--- src/adcrc_pkg.sv ---
// Shared constants and types for the converter result and clock control
package adcrc_pkg;
  // Register byte offsets
  localparam logic [7:0] OFS_STATUS_CONTROL = 8'h00;
  localparam logic [7:0] OFS_RESULT_HIGH    = 8'h04;
  localparam logic [7:0] OFS_RESULT_LOW     = 8'h08;
  localparam logic [7:0] OFS_CLOCK_MODE     = 8'h0C;
  localparam logic [7:0] OFS_IRQ_STATUS     = 8'h10;
  localparam logic [7:0] OFS_IRQ_MASK       = 8'h14;
  // Status and control fields
  localparam int SCR_DONE_BIT = 7;
  localparam int SCR_AIEN_BIT = 6;
  localparam int SCR_CONT_BIT = 5;
  localparam int SCR_CHAN_LSB = 0;
  // Clock and mode fields
  localparam int CLK_LPC_BIT  = 7;
  localparam int CLK_DIV_LSB  = 5;
  localparam int CLK_ICS_BIT  = 4;
  localparam int CLK_MODE_LSB = 2;
  localparam int CLK_LSMP_BIT = 1;
  localparam int CLK_ACLK_BIT = 0;
  // Reset values, channel off code and mode encodings
  localparam logic [4:0] CHAN_OFF       = 5'h1F;
  localparam logic [4:0] RST_CHAN       = 5'h1F;
  localparam logic [1:0] RST_DIV        = 2'h0;
  localparam logic [1:0] MODE_8_SW      = 2'h0;
  localparam logic [1:0] MODE_10_SW     = 2'h1;
  localparam logic [1:0] MODE_10_HW     = 2'h3;
  localparam logic [1:0] RST_MODE       = 2'h0;
  // Timing in conversion clock half periods
  localparam logic [5:0] SAMPLE_SHORT_HALF = 6'h07; // 3.5 cycles
  localparam logic [5:0] SAMPLE_LONG_HALF  = 6'h2F; // 23.5 cycles
  localparam logic [5:0] CONVERT_HALF      = 6'h14; // 10 cycles
  // Sequencer states
  typedef enum logic [1:0] {
    ST_IDLE,
    ST_SAMPLE,
    ST_CONVERT
  } adcrc_state_e;
endpackage

--- src/adcrc_sync.sv ---
// Two flop synchronizer for inputs from outside the bus clock domain
`timescale 1ns/100ps
`default_nettype none
module adcrc_sync #(
  parameter int W = 3
) (
  // Clock and reset
  input  wire logic         pclk,
  input  wire logic         presetn,
  // Data
  input  wire logic [W-1:0] d,
  output logic      [W-1:0] q
);
  typedef struct packed {
    logic [W-1:0] meta;
    logic [W-1:0] sync;
  } adcrc_sync_s;

  adcrc_sync_s st_q;
  adcrc_sync_s st_d;

  // Second stage is the only reader of the first
  always_comb begin
    st_d.meta = d;
    st_d.sync = st_q.meta;
  end

  // Register the chain
  always_ff @(posedge pclk or negedge presetn) begin
    if (!presetn) begin
      st_q <= '0;
    end else begin
      st_q <= st_d;
    end
  end

  assign q = st_q.sync;
endmodule
`default_nettype wire

--- src/adcrc_divider.sv ---
// Conversion clock divider working on input clock half period ticks
`timescale 1ns/100ps
`default_nettype none
module adcrc_divider (
  // Clock and reset
  input  wire logic       pclk,
  input  wire logic       presetn,
  // Control
  input  wire logic       in_tick,
  input  wire logic [1:0] ratio_code,
  input  wire logic       restart,
  // Outputs
  output logic            half_tick,
  output logic            conv_clk
);
  typedef struct packed {
    logic [2:0] cnt;
    logic       tick;
    logic       clk;
  } adcrc_div_s;

  adcrc_div_s st_q;
  adcrc_div_s st_d;
  logic [2:0] last;

  // divide ratio 1 2 4 8
  always_comb begin
    last      = 3'((4'h1 << ratio_code) - 4'h1);
    st_d      = st_q;
    st_d.tick = 1'b0;
    // A restart edge that is also an input edge counts as the first
    // half period, so the sample phase is not stretched by one cycle
    if (restart) begin
      st_d.cnt = '0;
      st_d.clk = 1'b0;
      if (in_tick && last == 3'h0) begin
        st_d.tick = 1'b1;
        st_d.clk  = 1'b1;
      end else if (in_tick) begin
        st_d.cnt = 3'h1;
      end
    end else if (in_tick) begin
      if (st_q.cnt == last) begin
        st_d.cnt  = '0;
        st_d.tick = 1'b1;
        st_d.clk  = ~st_q.clk;
      end else begin
        st_d.cnt = st_q.cnt + 3'h1;
      end
    end
  end

  // Restart aligns the clock phase with the sample start
  always_ff @(posedge pclk or negedge presetn) begin
    if (!presetn) begin
      st_q <= '0;
    end else begin
      st_q <= st_d;
    end
  end

  assign half_tick = st_q.tick;
  assign conv_clk  = st_q.clk;
endmodule
`default_nettype wire

--- src/adcrc_top.sv ---
// Converter result registers, clock and mode control, APB slave
//
// Our own choices: the address map and the APB interface to the registers.
`timescale 1ns/100ps
`default_nettype none
module adcrc_top (
  // Clock and reset
  input  wire logic        pclk,
  input  wire logic        presetn,
  // APB slave
  input  wire logic [7:0]  paddr,
  input  wire logic        psel,
  input  wire logic        penable,
  input  wire logic        pwrite,
  input  wire logic [31:0] pwdata,
  input  wire logic [3:0]  pstrb,
  output logic      [31:0] prdata,
  output logic             pready,
  output logic             pslverr,
  // System and pins
  input  wire logic        stop_mode,
  input  wire logic        hw_trigger,
  input  wire logic        alt_clk,
  input  wire logic        async_clk,
  // Analog core
  input  wire logic [9:0]  core_result,
  output logic      [4:0]  core_channel,
  output logic             core_sample,
  output logic             core_convert,
  output logic             core_low_power,
  output logic             core_ten_bit,
  output logic             async_osc_en,
  output logic             conv_clk,
  // Interrupt
  output logic             irq
);
  typedef struct packed {
    logic                  aien;
    logic                  cont;
    logic [4:0]            chan;
    logic                  done;
    logic                  lpc;
    logic [1:0]            div;
    logic                  ics;
    logic [1:0]            mode;
    logic                  lsmp;
    logic                  aclk;
    logic [1:0]            res_hi;
    logic [7:0]            res_lo;
    logic                  locked;
    logic                  irq_stat;
    logic                  irq_mask;
    adcrc_pkg::adcrc_state_e state;
    logic [5:0]            cnt;
    logic [31:0]           rdata;
    logic                  ready;
    logic                  err;
    logic [2:0]            pins_d;
    logic                  sample;
    logic                  convert;
    logic                  osc_en;
    logic                  irq;
    logic                  ten;
  } adcrc_top_s;

  adcrc_top_s st_q;
  adcrc_top_s st_d;
  logic [2:0] pins_s;
  logic       half_tick;
  logic       in_tick;
  logic       restart;
  logic       complete;
  logic       access;
  logic       wr_en;
  logic       rd;
  logic       ten_bit;
  logic       trig_rise;
  logic       start;
  logic       abort;
  logic       stop_kill;
  logic [5:0] samp_last;
  logic [7:0] rbyte;
  logic       mapped;

  // Trigger, alternate and async clocks come from other domains
  adcrc_sync #(
    .W (3)
  ) u_sync (
    .pclk    (pclk),
    .presetn (presetn),
    .d       ({async_clk, alt_clk, hw_trigger}),
    .q       (pins_s)
  );

  adcrc_divider u_div (
    .pclk       (pclk),
    .presetn    (presetn),
    .in_tick    (in_tick),
    .ratio_code (st_q.div),
    .restart    (restart),
    .half_tick  (half_tick),
    .conv_clk   (conv_clk)
  );

  // Bus clock counts one half period per cycle, others per edge
  always_comb begin
    if (st_q.aclk) begin
      in_tick = pins_s[2] ^ st_q.pins_d[2];
    end else if (st_q.ics) begin
      in_tick = 1'b1;
    end else begin
      in_tick = pins_s[1] ^ st_q.pins_d[1];
    end
  end

  // Bus decode; transfer completes on the second access cycle
  assign access  = psel & penable & st_q.ready;
  assign wr_en   = access & pwrite & pstrb[0];
  assign rd      = access & ~pwrite;
  assign ten_bit = st_q.mode != adcrc_pkg::MODE_8_SW;
  assign trig_rise = pins_s[0] & ~st_q.pins_d[0];
  assign samp_last = (st_q.lsmp ? adcrc_pkg::SAMPLE_LONG_HALF
                                : adcrc_pkg::SAMPLE_SHORT_HALF) - 6'h01;
  assign stop_kill = stop_mode & ~st_q.aclk;

  // Start and abort requests
  always_comb begin
    start = 1'b0;
    abort = stop_kill;
    if (wr_en && paddr == adcrc_pkg::OFS_STATUS_CONTROL) begin
      // control write aborts and may restart
      abort = 1'b1;
      // software trigger only in software modes
      start = st_q.mode != adcrc_pkg::MODE_10_HW &&
              pwdata[4:0] != adcrc_pkg::CHAN_OFF && !stop_kill;
    // external trigger starts in hardware mode
    end else if (st_q.mode == adcrc_pkg::MODE_10_HW && trig_rise &&
                 st_q.state == adcrc_pkg::ST_IDLE &&
                 st_q.chan != adcrc_pkg::CHAN_OFF && !stop_kill) begin
      start = 1'b1;
    end
  end

  // Read data mux for the current address
  always_comb begin
    rbyte  = 8'h00;
    mapped = 1'b1;
    case (paddr)
      adcrc_pkg::OFS_STATUS_CONTROL: rbyte = {st_q.done, st_q.aien,
                                              st_q.cont, st_q.chan};
      // unused high bits read as zero
      adcrc_pkg::OFS_RESULT_HIGH:    rbyte = {6'h00, st_q.res_hi};
      adcrc_pkg::OFS_RESULT_LOW:     rbyte = st_q.res_lo;
      adcrc_pkg::OFS_CLOCK_MODE:     rbyte = {st_q.lpc, st_q.div, st_q.ics,
                                              st_q.mode, st_q.lsmp,
                                              st_q.aclk};
      adcrc_pkg::OFS_IRQ_STATUS:     rbyte = {7'h00, st_q.irq_stat};
      adcrc_pkg::OFS_IRQ_MASK:       rbyte = {7'h00, st_q.irq_mask};
      default:                       mapped = 1'b0;
    endcase
  end

  // Main next state
  always_comb begin
    st_d        = st_q;
    restart     = 1'b0;
    complete    = 1'b0;
    st_d.pins_d = pins_s;
    // Bus handshake: one wait state, then answer
    st_d.ready  = psel & penable & ~st_q.ready;
    st_d.rdata  = {24'h00_0000, rbyte};
    st_d.err    = ~mapped;
    // Register writes
    if (wr_en) begin
      case (paddr)
        adcrc_pkg::OFS_STATUS_CONTROL: begin
          st_d.aien = pwdata[adcrc_pkg::SCR_AIEN_BIT];
          st_d.cont = pwdata[adcrc_pkg::SCR_CONT_BIT];
          st_d.chan = pwdata[adcrc_pkg::SCR_CHAN_LSB +: 5];
          st_d.done = 1'b0;
        end
        adcrc_pkg::OFS_CLOCK_MODE: begin
          st_d.lpc  = pwdata[adcrc_pkg::CLK_LPC_BIT];
          st_d.div  = pwdata[adcrc_pkg::CLK_DIV_LSB +: 2];
          st_d.ics  = pwdata[adcrc_pkg::CLK_ICS_BIT];
          st_d.mode = pwdata[adcrc_pkg::CLK_MODE_LSB +: 2];
          st_d.lsmp = pwdata[adcrc_pkg::CLK_LSMP_BIT];
          st_d.aclk = pwdata[adcrc_pkg::CLK_ACLK_BIT];
          // clock mode write ends continuous mode
          st_d.cont = 1'b0;
          if (pwdata[adcrc_pkg::CLK_MODE_LSB +: 2] ==
              adcrc_pkg::MODE_8_SW) begin
            st_d.locked = 1'b0;
          end
        end
        adcrc_pkg::OFS_IRQ_STATUS: begin
          if (pwdata[0]) begin
            st_d.irq_stat = 1'b0;
          end
        end
        adcrc_pkg::OFS_IRQ_MASK:   st_d.irq_mask = pwdata[0];
        default: ;
      endcase
    end
    // ten-bit high read arms the interlock
    if (rd && paddr == adcrc_pkg::OFS_RESULT_HIGH && ten_bit) begin
      st_d.locked = 1'b1;
    end
    // low read clears flag and pending interrupt
    if (rd && paddr == adcrc_pkg::OFS_RESULT_LOW) begin
      st_d.locked   = 1'b0;
      st_d.done     = 1'b0;
      st_d.irq_stat = 1'b0;
    end
    // stop without async clock ends continuous runs
    if (stop_kill) begin
      st_d.cont = 1'b0;
    end
    // Sequencer; abort wins over any step in progress
    if (abort || start) begin
      st_d.state = start ? adcrc_pkg::ST_SAMPLE : adcrc_pkg::ST_IDLE;
      st_d.cnt   = '0;
      restart    = 1'b1;
    end else if (half_tick) begin
      case (st_q.state)
        adcrc_pkg::ST_SAMPLE: begin
          // sample phase length in half periods
          if (st_q.cnt == samp_last) begin
            st_d.state = adcrc_pkg::ST_CONVERT;
            st_d.cnt   = '0;
          end else begin
            st_d.cnt = st_q.cnt + 6'h01;
          end
        end
        adcrc_pkg::ST_CONVERT: begin
          if (st_q.cnt == adcrc_pkg::CONVERT_HALF - 6'h01) begin
            complete   = 1'b1;
            st_d.cnt   = '0;
            st_d.state = st_q.cont ? adcrc_pkg::ST_SAMPLE
                                   : adcrc_pkg::ST_IDLE;
          end else begin
            st_d.cnt = st_q.cnt + 6'h01;
          end
        end
        default: st_d.state = adcrc_pkg::ST_IDLE;
      endcase
    end
    // Completion; set wins over a same-cycle clear
    if (complete) begin
      if (!(ten_bit && st_q.locked)) begin
        // upper bits, zero in eight-bit mode
        st_d.res_hi = ten_bit ? core_result[9:8] : 2'h0;
        st_d.res_lo = core_result[7:0];
      end
      st_d.done = 1'b1;
      if (st_q.aien) begin
        st_d.irq_stat = 1'b1;
      end
    end
    // Registered core controls
    st_d.sample  = st_d.state == adcrc_pkg::ST_SAMPLE;
    st_d.convert = st_d.state == adcrc_pkg::ST_CONVERT;
    // async generator runs only while sampling or converting
    st_d.osc_en  = st_d.state != adcrc_pkg::ST_IDLE && st_d.aclk;
    st_d.irq     = st_d.irq_stat & st_d.irq_mask;
    st_d.ten     = st_d.mode != adcrc_pkg::MODE_8_SW;
  end

  // State register; mode resets to eight-bit
  always_ff @(posedge pclk or negedge presetn) begin
    if (!presetn) begin
      st_q       <= '0;
      st_q.chan  <= adcrc_pkg::RST_CHAN;
      st_q.div   <= adcrc_pkg::RST_DIV;
      st_q.mode  <= adcrc_pkg::RST_MODE;
      st_q.state <= adcrc_pkg::ST_IDLE;
    end else begin
      st_q <= st_d;
    end
  end

  // Outputs straight from flops
  assign prdata         = st_q.rdata;
  assign pready         = st_q.ready;
  assign pslverr        = st_q.err;
  assign core_channel   = st_q.chan;
  assign core_sample    = st_q.sample;
  assign core_convert   = st_q.convert;
  assign core_low_power = st_q.lpc;
  assign core_ten_bit   = st_q.ten;
  assign async_osc_en   = st_q.osc_en;
  assign irq            = st_q.irq;
endmodule
`default_nettype wire

--- config.mk ---
export PLATFORM = sky130hd
export DESIGN_NAME = adcrc_top
export DESIGN_NICKNAME = d
export VERILOG_FILES = /design/src/adcrc_pkg.sv /design/src/adcrc_sync.sv /design/src/adcrc_divider.sv /design/src/adcrc_top.sv
export SDC_FILE = /design/constraint.sdc
export NUM_CORES = 1
export LEC_CHECK = 0
export ABC_AREA = 1
export ABC_CLOCK_PERIOD_IN_PS = 3100
export CAP_MARGIN = 20
export CORE_UTILIZATION = 50
export DETAILED_ROUTE_END_ITERATION = 8
export DONT_BUFFER_PORTS = 1
export PLACE_DENSITY = 0.65
export SLEW_MARGIN = 20
export SYNTH_ARGS = -nofsm -noshare
export SYNTH_HDL_FRONTEND = slang
export SYNTH_SLANG_ARGS = --single-unit
--- constraint.sdc ---
create_clock -name pclk -period 3.1 [get_ports pclk]
set_clock_uncertainty 0.1 [all_clocks]
set_input_delay 0.31 -clock pclk [delete_from_list [all_inputs] [get_ports pclk]]
set_output_delay 0.31 -clock pclk [all_outputs]
set_load 0.01 [all_outputs]
==> results.sh, run 1 <==
export IMPL_cts_max_level=3
export IMPL_slowest_delay_ns=0.61
export IMPL_ir_drop_mv=0.2821
export IMPL_final_hold_violation_count=0
export IMPL_end_kind="flip-flop"
export IMPL_core_region_area_um2=6832
export IMPL_cts_root_buf="clkbuf_8"
export IMPL_syn_area_um2=3572
export IMPL_grt_overflow_total=0
export IMPL_nets=480
export IMPL_cp_required_ns=3.22
export IMPL_post_route_drc_count=0
export IMPL_fin_crit_sh_pct=66.77
export IMPL_tightest_slew_ns=0.5816
export IMPL_slew_viol_final=0
export IMPL_fmax_ghz=0.4831
export IMPL_clk_pin_slew_ns=0.07
export IMPL_worst_setup_path_type="flip-flop to flip-flop"
export IMPL_cp_num_buf_inv=0
export IMPL_critPathLaunch="core_channel[1]$_DFFE_PN1P_"
export IMPL_holdWs_ns=0.01502
export IMPL_setup_tns_final_ns=0
export IMPL_finalCriticalPeriod_ns=2.070
export IMPL_cts_sink_count=66
export IMPL_first_pass_iters=5
export IMPL_die_width_um=86.53
export IMPL_max_cap_violations=0
export IMPL_max_slew_margin_pct=60.96
export IMPL_portBuffers=0
export IMPL_status="finished, final reports clean"
export IMPL_start_kind="flip-flop"
export IMPL_p_leak_uw=0.001908
export IMPL_design_die_area_um2=7487
export IMPL_rsz0062_at_grt="false"
export IMPL_powerDensity_nw_per_um2=517.3
export IMPL_setup_viol=0
export IMPL_grt_pass1_wl_um=11750
export IMPL_cp_cell_sequence="nand2_1 -> nor2_1 -> nand3_1 -> nand2_1 -> nand3_4 -> nor2_8 -> nand2_2 -> nand2_1 -> o21ai_2"
export IMPL_cp_common_cell="nand2_1"
export IMPL_drive_above_1_share_pct=14.42
export IMPL_antenna_left=0
export IMPL_critPathArrivalTime_ns=2.19
export IMPL_cp_slowest_cell="dfstp_2"
export IMPL_place_hpwl_um=5085
export IMPL_syn_inst=403
export IMPL_top_level_ports=109
export IMPL_timing_rr_start="core_channel[1]$_DFFE_PN1P_"
export IMPL_ys_warn_count=0
export IMPL_drt_iter0_drc=200
export IMPL_postCtsSetupBuffers=0
export IMPL_synthArstFlopShare_pct=100.0
export IMPL_hp_class="input port to flip-flop"
export IMPL_synth_seq_cells=66
export IMPL_power_uw=2004
export IMPL_core_rowCount=30
export IMPL_initial_utilization_pct=52.29
export IMPL_cts_made_buffers=9
export IMPL_cts_resized=0
export IMPL_critPathTopFamily="simple AND/OR/NAND/NOR gates"
export IMPL_gp_congestion=0.7863
export IMPL_synth_edf_count=0
export IMPL_hp_start="core_result[1]"
export IMPL_critical_path_peak_fanout=12
export IMPL_synth_area_per_cell_um2=8.864
export IMPL_antenna_found_initial=0
export IMPL_grt_usage_pct=20.45
export IMPL_wire_per_inst_um=13.60
export IMPL_fp_dieH_um=86.53
export IMPL_num_vias=2550
export IMPL_seq_area_frac_synth_pct=46.41
export IMPL_grt_pass1_vias=2535
export IMPL_drt_wl_total_um=6963
export IMPL_cts_path_max_buffers=2
export IMPL_syn2layout_area_growth_pct=8.441
export IMPL_synth_cell_types=46
export IMPL_antennaDiodeCount=0
export IMPL_insertion_delay_ns=0.34
export IMPL_grt_max_degree=67
export IMPL_viasPerCell=4.980
export IMPL_cts_tree="built"
export IMPL_synth_flop_cell="dfrtp_1"
export IMPL_hold_buffers=14
cells by family after synthesis:
family,share of synthesized area (%)
xor gates and xnor gates,1.471
other,0.1050
DFF,46.41
AOI/OAI and AO/OA,7.846
adders and majority gates,2.102
and+or+nand+nor,28.37
buffers and inverters,13.70
stage by stage:
step           setup WS, ns  cells  area (um^2)  util (%)
2_1_floorplan         1.453    426         3659         -
3_3_place_gp          1.049    481         3455     50.57
3_5_place_dp          1.037    481         3455     50.57
4_1_cts               1.025    511         3864     56.56
5_1_grt              0.8751    512         3874     56.70
6_report              1.030    512         3874     56.70
state kept, by name, summed over array words and instances, names as in the netlist:
| name | flops |
|---|---|
| async_osc_en | 1 |
| pready | 1 |
| u_div.st_q | 3 |
| irq | 1 |
| core_convert | 1 |
| u_div.half_tick | 1 |
| core_ten_bit | 1 |
| u_div.conv_clk | 1 |
| core_sample | 1 |
| pslverr | 1 |
| core_channel | 5 |
| core_low_power | 1 |
| prdata | 8 |
| st_q | 34 |
| u_sync.q | 3 |
| u_sync.st_d | 3 |
power by group:
part           leakage [uW]  internal, uW  switching [uW]
registers          0.000834           901            36.2
logic              0.000955          71.4             108
clock network      0.000119           557             330
total               0.00191          1530             474
layout make-up:
class	count	area (um^2)
tap	96	120.1
multi-input combinational	277	1511
timing repair buffer	15	167.7
clock buffer	10	137.6
inverter	42	165.2
fill	643	2958
sequential	66	1658
clock inverter	6	113.9
synthesized netlist by cell type (2+ instances only):
library cell,instances,share of area (%)
nand2_1,107,11
dfrtp_1,61,43
buf_4,37,7.8
inv_1,33,3.5
nand3_1,28,3.9
nor2_1,21,2.2
o21ai_0,12,1.7
a21oi_1,7,0.98
inv_2,7,0.74
nor3_1,7,0.98
ha_1,6,2.1
o211ai_1,6,1.3
o21ai_1,6,0.84
dfstp_2,5,3.7
nor2_4,5,1.6
xor2_1,5,1.2
nand2_2,4,0.70
nand3_4,4,2.0
nand4_1,4,0.70
o21ai_2,4,0.98
nor2_2,3,0.53
nor2_8,3,1.7
buf_6,2,0.63
nand2_4,2,0.63
nand3_2,2,0.56
o22ai_1,2,0.35
layout by cell type, fill, tap and decap left out, types with 2 or more instances in the layout:
cell type      synthesis  final
a21oi_1                7      7
bufinv_16              0      3
clkbuf_8               0     10
clkinvlp_4             0      2
conb_1                 1     24
dfrtp_1               61     61
dfstp_2                5      5
dlygate4sd3_1          0     14
ha_1                   6      6
inv_1                 33     33
inv_2                  7      7
nand2_1              107    107
nand2_2                4      4
nand2_4                2      2
nand3_1               28     28
nand3_2                2      2
nand3_4                4      4
nand4_1                4      4
nor2_1                21     21
nor2_2                 3      3
nor2_4                 5      5
nor2_8                 3      3
nor3_1                 7      7
o211ai_1               6      6
o21ai_0               12     12
o21ai_1                6      6
o21ai_2                4      4
o22ai_1                2      2
xor2_1                 5      5
final timing paths:
check	cells after the start	slack [ns]	endpoint
max in group asynchronous	2	2.18	core_channel[4]$_DFFE_PN1P_
worst min-delay path	2	0.02	st_q[54]$_DFFE_PN0P_
worst max register to register	9	1.03	st_q[62]$_DFFE_PN0P_
worst min register to register	0	0.25	u_sync.q[2]$_DFF_PN0_
min in group asynchronous	2	0.40	pready$_DFF_PN0_
worst max-delay path	9	1.03	st_q[62]$_DFFE_PN0P_
per-layer routing:
layer	routed length [um]	track usage [%]	vias up
met5	0	0	-
met4	110	6.515	0
met3	443	6.286	11
met2	3216	31.89	84
met1	3192	27.42	1201
li1	-	-	1254
worst register-to-register path, delay by kind of cell, from the launching register on:
family	cells	cell delay, ns
AO/OA/AOI/OAI	1	0.05
flip-flops	1	0.61
AND/OR/NAND/NOR	8	1.21
Power figures use the tool's default switching activity.
==> run 2: changes to the inputs <==
ABC_AREA = 0   (was 1)
ABC_CLOCK_PERIOD_IN_PS = 1900   (was 3100)
PLACE_DENSITY = 0.68   (was 0.65)
clock period = 1.9 ns   (was 3.1 ns; I/O delays follow)
==> run 2 against run 1 <==
Compared with the run above:
- global-route usage rose by 3.1 points
- worst setup slack got worse by 1.0 ns
- sequential power grew 55%
- largest cell class unchanged
- design area up 9.6%
- wire length is 14% higher
- clock power up 35%
- via count is essentially flat
- combinational power is 14% higher
- sequential share of layout area is 3.7 points lower
==> results.sh, run 2 <==
export IMPL_p_comb_share_pct=7.2
export IMPL_fin_crit_sh_pct=99.08
export IMPL_reg2reg_slack_ns=0.02
export IMPL_synth_seq_cells=66
export IMPL_critPathTopFamily="flip-flops"
export IMPL_insertion_delay_ns=0.35
export IMPL_viasPerCell=5.558
export IMPL_synth_cell_types=55
export IMPL_cts_tree="built"
export IMPL_grt_pass1_wl_um=12870
export IMPL_cts_made_buffers=9
export IMPL_critPathLaunch="core_channel[4]$_DFFE_PN1P_"
export IMPL_critical_path_peak_fanout=5
export IMPL_internal_power_uw=2161
export IMPL_final_hold_violation_count=0
export IMPL_start_kind="flip-flop"
export IMPL_first_pass_iters=4
export IMPL_grt_pass1_vias=2589
export IMPL_pwr_share_clk_pct=42.0
export IMPL_endpoint="st_q[53]$_DFFE_PN0P_"
export IMPL_synth_flop_cell="dfrtp_1"
export IMPL_clk_pin_slew_ns=0.07
export IMPL_worst_setup_path_type="flip-flop to flip-flop"
export IMPL_cp_slowest_cell="dfstp_2"
export IMPL_r2r_end="st_q[53]$_DFFE_PN0P_"
export IMPL_initial_utilization_pct=53.11
export IMPL_core_region_area_um2=6495
export IMPL_synthTopCellsByArea="dfrtp_1 44%, buf_4 8.1%, mux2_2 5.2%, dfstp_2 3.8%, mux2i_1 3.2%"
export IMPL_post_route_drc_count=0
export IMPL_grt_overflow_total=0
export IMPL_syn_inst=317
export IMPL_p_leak_uw=0.001992
export IMPL_top_register="st_q"
export IMPL_top_level_ports=109
export IMPL_max_slew_margin_pct=54.67
export IMPL_ys_warn_count=0
export IMPL_synthArstFlopShare_pct=100.0
export IMPL_netSwitchingFraction_pct=24.17
export IMPL_hp_class="input port to flip-flop"
export IMPL_core_rowCount=29
export IMPL_cts_root_buf="clkbuf_8"
export IMPL_fmax_ghz=0.5312
export IMPL_cts_max_level=3
export IMPL_critPathArrivalTime_ns=2.01
export IMPL_synth_area_per_cell_um2=10.88
export IMPL_syn_area_um2=3450
export IMPL_holdWs_ns=0.008557
export IMPL_place_hpwl_um=5055
export IMPL_fp_dieH_um=85.06
export IMPL_final_common_cell="dfrtp_1"
export IMPL_end_kind="flip-flop"
export IMPL_place_area_um2=3583
export IMPL_synth_top_area_cell="dfrtp_1"
export IMPL_rsz0062_at_grt="true"
export IMPL_nets=446
export IMPL_gp_congestion=0.8021
export IMPL_tightest_slew_ns=0.6728
export IMPL_layout_setup_ws_ns=0.01757
export IMPL_largest_reg_flops=34
export IMPL_die_width_um=85.06
export IMPL_pre_cts_slack_ns=-0.03441
export IMPL_num_vias=2551
export IMPL_grt_max_degree=67
export IMPL_ir_drop_mv=0.6410
export IMPL_final_cell_mix="60 x dfrtp_1, 36 x buf_4, 29 x dlygate4sd3_1"
export IMPL_status="finished, final reports clean"
export IMPL_cp_required_ns=2.03
export IMPL_antenna_found_initial=0
export IMPL_yosys_top_cells_count="61 x dfrtp_1, 37 x buf_4, 27 x nand2_1"
export IMPL_stdcell_area_um2=4247
export IMPL_max_cap_violations=0
export IMPL_syn2layout_area_growth_pct=23.10
export IMPL_portBuffers=0
export IMPL_drt_wl_total_um=7948
export IMPL_yosysMostFrequentCell="dfrtp_1"
export IMPL_slew_viol_final=0
export IMPL_antenna_left=0
export IMPL_seqPwrFrac_pct=50.8
export IMPL_p_sw_uw=688.8
export IMPL_design_die_area_um2=7235
export IMPL_wire_per_inst_um=17.32
export IMPL_cp_depth=5
export IMPL_drt_iter0_drc=134
export IMPL_synth_edf_count=0
export IMPL_timing_rr_start="core_channel[4]$_DFFE_PN1P_"
export IMPL_cp_cell_sequence="and4_1 -> a211o_1 -> o221a_4 -> nand4_4 -> mux2_2"
export IMPL_ff2ff_path_depth=5
export IMPL_seq_area_frac_synth_pct=48.06
export IMPL_slowest_delay_ns=0.53
export IMPL_cts_sink_count=66
export IMPL_cp_num_buf_inv=0
export IMPL_synth_top_area_share_pct=44.25
export IMPL_antennaDiodeCount=0
export IMPL_cts_path_max_buffers=2
export IMPL_finalCriticalPeriod_ns=1.882
export IMPL_powerDensity_nw_per_um2=671.0
export IMPL_setup_viol=0
export IMPL_drive_above_1_share_pct=29.32
export IMPL_grt_usage_pct=23.55
run 2: kinds of logic (layout without fill, tap and decap cells):
| group | after synthesis | in the layout | share of synthesized area (%) |
|---|---|---|---|
| mux | 35 | 35 | 12.11 |
| xor+xnor | 5 | 5 | 1.270 |
| buf+inv | 54 | 95 | 10.23 |
| fa+ha+maj | 6 | 6 | 2.176 |
| simple gates | 97 | 98 | 16.10 |
| other cells | 1 | 24 | 0.1087 |
| flops | 66 | 66 | 48.06 |
| compound gates | 53 | 53 | 9.939 |
run 2: routing by layer:
metal / global-route usage [%] / wire [um] / up-vias / part of all wire (%)
li1: - / - / 1187 / -
met1: 30.53 / 3388 / 1281 / 43
met2: 38.34 / 4027 / 76 / 51
met3: 7.393 / 456 / 7 / 5.7
met4: 6.471 / 76 / 0 / 0.96
met5: 0 / 0 / - / 0
run 2: how the worst min path moves through the flow:
stage,end,cells past startpoint,from
floorplan,async_osc_en$_DFF_PN0_,0,presetn
global placement,st_q[6]$_DFF_PN0_,0,presetn
detailed placement,st_q[6]$_DFF_PN0_,0,presetn
CTS,st_q[50]$_DFF_PN0_,2,pstrb[0]
global route,pslverr$_DFF_PN0_,3,paddr[5]
finish,st_q[50]$_DFF_PN0_,2,pstrb[0]
run 2: power by group through the flow:
stage	Combinational (uW)	Sequential [uW]	Clock, uW
CTS	200	1450	1200
floorplan	125	1460	0
global route	226	1450	1260
global placement	101	1470	0
detailed placement	103	1470	0
finish	205	1450	1200
run 2: what timing repair did:
action,4_1_cts,5_1_grt
hold buffers,30,0
cloned,1,0
pin swaps,0,8
setup buffers,0,3
setup endpoints to repair,11,30
endpoints found under the hold margin,102,0
resized for setup,5,26
run 2: cell type report:
cell class | instances | area [um^2]
Tap cell | 77 | 96.34
Inverter | 11 | 41.29
Multi-Input combinational cell | 221 | 1643
Clock inverter | 4 | 51.30
Fill cell | 482 | 2248
Sequential cell | 66 | 1659
Clock buffer | 12 | 145.1
Timing Repair Buffer | 68 | 610.6
run 2: stage by stage:
stage / util [%] / TNS, ns / power (uW) / instances
floorplan: - / 0 / 1588 / 340
global placement: 55.17 / -0.1633 / 1573 / 409
detailed placement: 55.17 / -0.2144 / 1576 / 409
CTS: 63.67 / 0 / 2851 / 456
global route: 65.38 / -0.7131 / 2938 / 459
finish: 65.38 / 0 / 2849 / 459
